$ cat config.mk
export PLATFORM = sky130hd
export DESIGN_NAME = txi_event_regs
export DESIGN_NICKNAME = d
export VERILOG_FILES = /design/src/shared/txi_pkg.sv /design/src/txi_event_regs.sv
export SDC_FILE = /design/constraint.sdc
export NUM_CORES = 1
export LEC_CHECK = 0
export BUFFER_PORTS_ARGS = -buffer_cell sky130_fd_sc_hd__buf_2
export CORE_UTILIZATION = 30
export CTS_CLUSTER_DIAMETER = 60
export DETAILED_ROUTE_END_ITERATION = 7
export GPL_ROUTABILITY_DRIVEN = 0
export PLACE_DENSITY = 0.51
export SYNTH_ARGS = -nofsm -noshare
export SYNTH_HDL_FRONTEND = slang
export SYNTH_SLANG_ARGS = --single-unit
$ cat constraint.sdc
create_clock -name aclk -period 2.49 [get_ports aclk]
set_clock_uncertainty 0.15 [all_clocks]
set_input_delay 0.3735 -clock aclk [delete_from_list [all_inputs] [get_ports aclk]]
set_output_delay 0.3735 -clock aclk [all_outputs]
set_load 0.01 [all_outputs]
$ cat src/shared/txi_pkg.sv
// package: register map, field positions and carriers of the transmit-mode event block
package txi_pkg;

    // ********************************************************************
    // register map (byte addresses)
    // ********************************************************************
    localparam int          ADDR_W          = 8;
    localparam logic [7:0]  ADDR_CLEAR      = 8'h28;
    localparam logic [7:0]  ADDR_STATUS     = 8'h2c;
    localparam logic [7:0]  ADDR_FLAGS      = 8'h30;
    localparam logic [7:0]  ADDR_ENABLE     = 8'h34;

    // ********************************************************************
    // field positions shared by all four registers
    // ********************************************************************
    localparam int          BIT_ADAPTOR     = 18;
    localparam int          BIT_AUTH_PASS   = 17;
    localparam int          BIT_AUTH_PKT    = 16;
    localparam int          BIT_CSP_PKT     = 15;
    localparam int          BIT_EPT_RESTART = 14;
    localparam int          BIT_PROP_PKT    = 13;
    localparam int          BIT_BLE_ADDR    = 8;
    localparam int          BIT_INIT_DONE   = 7;
    localparam int          BIT_CONFLICT    = 6;
    localparam int          BIT_MODE_CHANGE = 5;
    localparam int          BIT_CONFIG_PKT  = 4;
    localparam int          BIT_IDENT_PKT   = 3;
    localparam int          BIT_SIG_PKT     = 2;
    localparam int          BIT_PING        = 1;
    localparam int          BIT_EPT_ERROR   = 0;

    // ********************************************************************
    // reset values and masks
    // ********************************************************************
    localparam logic [31:0] DEFINED_MASK    = 32'h0007e1ff;
    localparam logic [31:0] FLAGS_RESET     = 32'h00000000;
    localparam logic [31:0] STATUS_RESET    = 32'h00000000;
    localparam logic [31:0] ENABLE_RESET    = 32'h0007e1ff;
    localparam logic [1:0]  RESP_OKAY       = 2'h0;
    localparam logic [1:0]  RESP_SLVERR     = 2'h2;

    // ********************************************************************
    // carriers
    // ********************************************************************
    // one bit per condition, most significant first
    typedef struct packed {
        logic adaptor_done;
        logic auth_pass;
        logic auth_pkt;
        logic csp_pkt;
        logic ept_restart;
        logic prop_pkt;
        logic ble_addr;
        logic init_done;
        logic conflict;
        logic mode_change;
        logic config_pkt;
        logic ident_pkt;
        logic sig_pkt;
        logic ping_started;
        logic ept_error;
    } txi_evt_s;

    // whole state of the block
    typedef struct packed {
        logic [31:0]       status;
        logic [31:0]       flags;
        logic [31:0]       enable;
        logic              irq;
        logic              aw_got;
        logic              w_got;
        logic [ADDR_W-1:0] awaddr;
        logic [31:0]       wdata;
        logic [3:0]        wstrb;
        logic              awready;
        logic              wready;
        logic              bvalid;
        logic [1:0]        bresp;
        logic              arready;
        logic              rvalid;
        logic [1:0]        rresp;
        logic [31:0]       rdata;
    } txi_state_s;

endpackage : txi_pkg

$ cat src/txi_event_regs.sv
// module: transmit-mode live status, latched interrupt flags and AXI4-Lite slave
//
// The AXI4-Lite slave port was decided locally.
`timescale 1ns/1ns
// Contract
// - set bit 18 when power-adaptor detection completes (needs external circuitry)
// - set bit 17 once remote receiver identity authentication passes
// - set bit 16 when an identity-authentication packet arrives
// - set bit 15 on CSP packet; live bit clears together with its flag
// - set bit 14 when an end-of-transfer asking for restart arrives
// - set bit 13 when a proprietary packet arrives
// - set bit 8 when a BLE address arrives
// - set bit 7 after transmit-mode initialization succeeds
// - set bit 6 when transmitting while placed on another transmitter
// - set bit 5 whenever the operating mode changes
// - set bit 4 when a configuration packet arrives
// - set bit 3 when an identification packet arrives
// - set bit 2 when a signal strength packet arrives
// - set bit 1 when a digital ping starts
// - set bit 0 on end-of-transfer error; host should remove power
// - live status is read-only at 0x2c, valid in transmit mode
// - latched flags read-only at 0x30, reset to zero
// - writing one at 0x28 clears the flag; clear bit self-returns to zero
// - enable register at 0x34 gates each interrupt, all ones after reset
module txi_event_regs (
    input  wire logic                      aclk,
    input  wire logic                      aresetn,
    input  wire logic                      tx_mode_active,
    input  wire txi_pkg::txi_evt_s         evt_pulse,
    input  wire txi_pkg::txi_evt_s         cond_level,
    output logic                           host_irq,
    input  wire logic [txi_pkg::ADDR_W-1:0] s_axi_awaddr,
    input  wire logic                      s_axi_awvalid,
    output logic                           s_axi_awready,
    input  wire logic [31:0]               s_axi_wdata,
    input  wire logic [3:0]                s_axi_wstrb,
    input  wire logic                      s_axi_wvalid,
    output logic                           s_axi_wready,
    output logic [1:0]                     s_axi_bresp,
    output logic                           s_axi_bvalid,
    input  wire logic                      s_axi_bready,
    input  wire logic [txi_pkg::ADDR_W-1:0] s_axi_araddr,
    input  wire logic                      s_axi_arvalid,
    output logic                           s_axi_arready,
    output logic [31:0]                    s_axi_rdata,
    output logic [1:0]                     s_axi_rresp,
    output logic                           s_axi_rvalid,
    input  wire logic                      s_axi_rready
);

    // ********************************************************************
    // helper functions
    // ********************************************************************
    // spread a condition struct onto its register bit positions
    function automatic logic [31:0] place(input txi_pkg::txi_evt_s e);
        logic [31:0] v;
        v = 32'h00000000;
        v[txi_pkg::BIT_ADAPTOR]     = e.adaptor_done;
        v[txi_pkg::BIT_AUTH_PASS]   = e.auth_pass;
        v[txi_pkg::BIT_AUTH_PKT]    = e.auth_pkt;
        v[txi_pkg::BIT_CSP_PKT]     = e.csp_pkt;
        v[txi_pkg::BIT_EPT_RESTART] = e.ept_restart;
        v[txi_pkg::BIT_PROP_PKT]    = e.prop_pkt;
        v[txi_pkg::BIT_BLE_ADDR]    = e.ble_addr;
        v[txi_pkg::BIT_INIT_DONE]   = e.init_done;
        v[txi_pkg::BIT_CONFLICT]    = e.conflict;
        v[txi_pkg::BIT_MODE_CHANGE] = e.mode_change;
        v[txi_pkg::BIT_CONFIG_PKT]  = e.config_pkt;
        v[txi_pkg::BIT_IDENT_PKT]   = e.ident_pkt;
        v[txi_pkg::BIT_SIG_PKT]     = e.sig_pkt;
        v[txi_pkg::BIT_PING]        = e.ping_started;
        v[txi_pkg::BIT_EPT_ERROR]   = e.ept_error;
        return v;
    endfunction : place

    // byte strobes widened to a bit mask
    function automatic logic [31:0] strb_mask(input logic [3:0] s);
        return {{8{s[3]}}, {8{s[2]}}, {8{s[1]}}, {8{s[0]}}};
    endfunction : strb_mask

    // word address of a byte address, low two bits forced to zero
    function automatic logic [txi_pkg::ADDR_W-1:0] word_of(
        input logic [txi_pkg::ADDR_W-1:0] a);
        return {a[txi_pkg::ADDR_W-1:2], 2'h0};
    endfunction : word_of

    // ********************************************************************
    // state and combinational next value
    // ********************************************************************
    txi_pkg::txi_state_s st;
    txi_pkg::txi_state_s next_st;

    logic [31:0] set_vec;
    logic [31:0] level_vec;
    logic [31:0] clr_vec;
    logic        have_aw;
    logic        have_w;
    logic [txi_pkg::ADDR_W-1:0] wr_addr;
    logic [31:0] wr_data;
    logic [3:0]  wr_strb;
    logic [txi_pkg::ADDR_W-1:0] rd_addr;

    // event, bus and register next-state logic
    always_comb begin
        next_st   = st;
        set_vec   = place(evt_pulse);
        level_vec = place(cond_level);
        clr_vec   = 32'h00000000;

        // write channel capture, either order
        have_aw = st.aw_got | (s_axi_awvalid & st.awready);
        have_w  = st.w_got | (s_axi_wvalid & st.wready);
        wr_addr = st.aw_got ? st.awaddr : s_axi_awaddr;
        wr_data = st.w_got ? st.wdata : s_axi_wdata;
        wr_strb = st.w_got ? st.wstrb : s_axi_wstrb;
        if (s_axi_awvalid && st.awready) begin
            next_st.aw_got = 1'b1;
            next_st.awaddr = s_axi_awaddr;
        end
        if (s_axi_wvalid && st.wready) begin
            next_st.w_got = 1'b1;
            next_st.wdata = s_axi_wdata;
            next_st.wstrb = s_axi_wstrb;
        end
        if (st.bvalid && s_axi_bready) begin
            next_st.bvalid = 1'b0;
        end

        // perform write once address and data are both held
        if (have_aw && have_w && !st.bvalid) begin
            next_st.aw_got = 1'b0;
            next_st.w_got  = 1'b0;
            next_st.bvalid = 1'b1;
            next_st.bresp  = txi_pkg::RESP_OKAY;
            case (word_of(wr_addr))
                txi_pkg::ADDR_CLEAR: begin
                    clr_vec = wr_data & strb_mask(wr_strb) & txi_pkg::DEFINED_MASK;
                end
                txi_pkg::ADDR_ENABLE: begin
                    next_st.enable = ((st.enable & ~strb_mask(wr_strb))
                                   | (wr_data & strb_mask(wr_strb)))
                                   & txi_pkg::DEFINED_MASK;
                end
                txi_pkg::ADDR_STATUS,
                txi_pkg::ADDR_FLAGS: begin
                    next_st.bresp = txi_pkg::RESP_OKAY; // read-only, write dropped
                end
                default: begin
                    next_st.bresp = txi_pkg::RESP_SLVERR;
                end
            endcase
        end

        next_st.flags = ((st.flags & ~clr_vec) | set_vec) & txi_pkg::DEFINED_MASK;

        next_st.status = tx_mode_active ? (level_vec & txi_pkg::DEFINED_MASK)
                                        : txi_pkg::STATUS_RESET;
        // csp bit sticky, cleared with flag
        next_st.status[txi_pkg::BIT_CSP_PKT] =
            (st.status[txi_pkg::BIT_CSP_PKT] & ~clr_vec[txi_pkg::BIT_CSP_PKT])
            | set_vec[txi_pkg::BIT_CSP_PKT];

        next_st.irq = |(next_st.flags & next_st.enable);

        // read channel
        rd_addr = word_of(s_axi_araddr);
        if (st.rvalid && s_axi_rready) begin
            next_st.rvalid = 1'b0;
        end
        if (s_axi_arvalid && st.arready) begin
            next_st.rvalid = 1'b1;
            next_st.rresp  = txi_pkg::RESP_OKAY;
            case (rd_addr)
                txi_pkg::ADDR_CLEAR:  next_st.rdata = 32'h00000000;
                txi_pkg::ADDR_STATUS: next_st.rdata = st.status & txi_pkg::DEFINED_MASK;
                txi_pkg::ADDR_FLAGS:  next_st.rdata = st.flags & txi_pkg::DEFINED_MASK;
                txi_pkg::ADDR_ENABLE: next_st.rdata = st.enable & txi_pkg::DEFINED_MASK;
                default: begin
                    next_st.rdata = 32'h00000000;
                    next_st.rresp = txi_pkg::RESP_SLVERR;
                end
            endcase
        end

        // ready flags follow what is still open
        next_st.awready = !next_st.aw_got && !next_st.bvalid;
        next_st.wready  = !next_st.w_got && !next_st.bvalid;
        next_st.arready = !next_st.rvalid;
    end

    // ********************************************************************
    // state register
    // ********************************************************************
    // synchronous reset to defined values
    always_ff @(posedge aclk) begin
        if (!aresetn) begin
            st         <= '0;
            st.status  <= txi_pkg::STATUS_RESET;
            st.flags   <= txi_pkg::FLAGS_RESET;
            st.enable  <= txi_pkg::ENABLE_RESET;
            st.bresp   <= txi_pkg::RESP_OKAY;
            st.rresp   <= txi_pkg::RESP_OKAY;
        end else begin
            st <= next_st;
        end
    end

    // outputs straight from the state flops
    assign host_irq      = st.irq;
    assign s_axi_awready = st.awready;
    assign s_axi_wready  = st.wready;
    assign s_axi_bvalid  = st.bvalid;
    assign s_axi_bresp   = st.bresp;
    assign s_axi_arready = st.arready;
    assign s_axi_rvalid  = st.rvalid;
    assign s_axi_rresp   = st.rresp;
    assign s_axi_rdata   = st.rdata;

    logic past_rst;
    always_ff @(posedge aclk) begin
        past_rst <= !aresetn;
    end
endmodule : txi_event_regs

==> results.md <==
- Status: finished clean
- Final net count: 667
- Critical path type: flip-flop to flip-flop
- Antenna diode count: 0
- Top-count cell post-synth: dfxtp_1
- Pin count of the biggest net entering global routing: 62
- Starting Density: 0.314
- FF/Latch Area: 0.00188 sq mm
- CTS tree: yes
- Clock Sinks: 94
- Crit path required time: 2.57 ns
- Drt first pass iters: 4
- Clk root buf: clkbuf_16
- Synth top area share: 0.446
- DRC viols: 0
- Final Core Density: 0.385
- Max FFs per register: 71
- # fillers: 1439
- Die Ht: 121 microns
- Reg clk slew, reported paths: 0.07 ns
- Crit path time final: 2.40 ns
- Worst-Margin Slew: 0.692 ns
- Setup TNS: 0 ns
- R2r setup slk: 0.09 ns
- Power Dens Cells: 656 mW/mm^2
- R2R Path End: host_irq$_SDFF_PN0_
- Flop pwr share: 0.478
- Area of the multi-input gates: 0.00205 sq mm
- Hold buffers post-CTS: 0
- Post-synthesis sequential area ratio: 0.446
- Gate power share: 0.133
- Final Cycle Share: 0.964
- Cell variety after synth: 44
- Crit path launch type: flip-flop
- Total Wirelength: 11.2 mm
- Reg2Reg Depth: 9
- Top FF cell, synth: dfxtp_1
- Worst Setup SP: st[86]$_SDFF_PN0_
- Grt ovf: 0
- Crit. End Element: flip-flop
- Worst ir drop on vdd: 347 uV
- Die area: 0.0145 sq mm
- # IOs: 132
- ANT nets after route: 0
- Share of cells above drive strength 1: 0.287
- Initial antenna violation count: 0
- Via/cell ratio: 4.77
- TritonCTS buffer count: 9
- Vias: 3616
- Drt first-iter violations: 151
- R2r startpoint: st[86]$_SDFF_PN0_
- Cell count of the worst hold path: 3
- Hold Startpoint: evt_pulse[4]
- Internal power: 2.49 mW
- Mapped Area: 0.00422 sq mm
- Largest Register: st
- Ranking of synthesized cells by area: dfxtp_1 45%, mux2i_1 7.6%, buf_4 7.3%
- Final hold violation count: 0
- Worst EP arrival: 2.48 ns
- FMAX: 417 MHz
- CTS max path bufs: 2
- Synth top cells by count: 94 x dfxtp_1, 62 x nand2_1, 60 x nor2_1
- # H-tree levels: 3
- Core area: 0.0135 sq mm
- Post-synth ARST share: 0
- Sw Ratio: 0.267
- PnR Total Power: 3.40 mW
- Clock Power Share: 0.388
- Slew margin rel.: 0.539
- Max Cap Violations: 0
- Setup WS post-layout: 0.0905 ns
- Skew-Pair Late Insertion Delay: 0.35 ns
- Setup violators final: 0
- Min-Delay Endpoint: st[124]$_SDFF_PN0_
- I/O Buffers: 89
- Synth-to-Final Area Change: 22.7%
- Post-Syn Instances: 494
- Hold Path Class: primary input to flip-flop
- Synthesis Warnings: 0
- Max-slew violation total from the final report: 0
- EDFF count, synth: 0
- Psw: 0.907 mW
- Synth Register Bits: 94
- Vias in the first global route: 3594
- WL/cell: 14.8 microns
- Setup Slack @ Placement: -0.149 ns
- Leak Pwr: 2.19 nW
- WHS: 0.103 ns
- Global Route Usage Sum: 0.161
- Crit path max fanout: 7
- Num rows: 42
- Area leader, netlist: dfxtp_1
- Die Span X: 121 microns
- First-pass GRT wire length: 17.9 mm
- DP HPWL: 8.08 mm
- Mean Syn Cell Area: 8.54 sq um
## power groups by stage
stage	Clock (mW)	Combinational, mW	Sequential (mW)
finish	1.32	0.453	1.62
global placement	0	0.440	1.65
CTS	1.35	0.449	1.62
global route	1.40	0.503	1.63
floorplan	0	0.306	1.65
detailed placement	0	0.448	1.66
## per-layer routing
metal / part of all wire / up-vias / global-route usage
met5: 0 / - / 0
met2: 0.49 / 78 / 0.282
met3: 0.047 / 14 / 0.0340
met4: 0.016 / 0 / 0.0563
li1: - / 1821 / -
met1: 0.45 / 1703 / 0.193
## critical path: stages, from the launching register on
cell	delay, ns
dfxtp_2	0.36
buf_4	0.14
and4b_1	0.20
o22a_2	0.26
and2_2	0.26
buf_4	0.18
a22oi_2	0.21
o22ai_1	0.13
nor4_2	0.29
a21oi_1	0.09
## cell usage in the layout (no fill, tap or decap), drive strengths merged, types with 2 or more instances in the layout
master / instances
nor3: 4
clkbuf: 10
and2: 4
and4b: 2
and3: 14
a21oi: 57
nand3: 20
o21ai: 3
a211oi: 16
o21a: 3
mux2i: 32
nor4b: 2
conb: 19
nor4: 2
nor3b: 2
a22oi: 13
o22ai: 9
buf: 122
a31oi: 2
nand3b: 3
clkinv: 4
inv: 6
or3: 2
nor2: 60
mux2: 4
dfxtp: 94
nand2: 62
## layout make-up
cell class / instances / area share
Tap cell: 176 / 0.0425
Inverter: 5 / 0.00363
Clock buffer: 10 / 0.0462
Multi-Input combinational cell: 345 / 0.395
Timing Repair Buffer: 122 / 0.140
Clock inverter: 6 / 0.00846
Sequential cell: 94 / 0.364
## what timing repair did
action / 4_1_cts / 5_1_grt
setup endpoints to repair: 0 / 1
resized for setup: 0 / 21
setup buffers: 0 / 1
endpoints found under the hold margin: 0 / 0
## worst max-delay path by stage
stage / to / cells past startpoint / slack [ns]
2_1_floorplan: host_irq$_SDFF_PN0_ / 8 / 0.26
3_3_place_gp: host_irq$_SDFF_PN0_ / 9 / -0.12
3_5_place_dp: host_irq$_SDFF_PN0_ / 9 / -0.15
4_1_cts: host_irq$_SDFF_PN0_ / 8 / 0.02
5_1_grt: host_irq$_SDFF_PN0_ / 8 / -0.009
6_report: host_irq$_SDFF_PN0_ / 9 / 0.09
## cell families after synthesis
family	Yosys count	share of synthesized area
compound gates	105	0.154
xor+xnor	1	0.00208
buf+inv	73	0.104
flops	94	0.446
mux	36	0.0866
other cells	1	0.000889
simple gates	184	0.206
## per-stage QoR
stage                     instances  cell area, sq um
final                           758              5180
after CTS                       756              5070
after global placement          740              4790
after global routing            758              5180
after detailed placement        740              4790
after floorplan                 512              4290
Power figures use the tool's default switching activity.
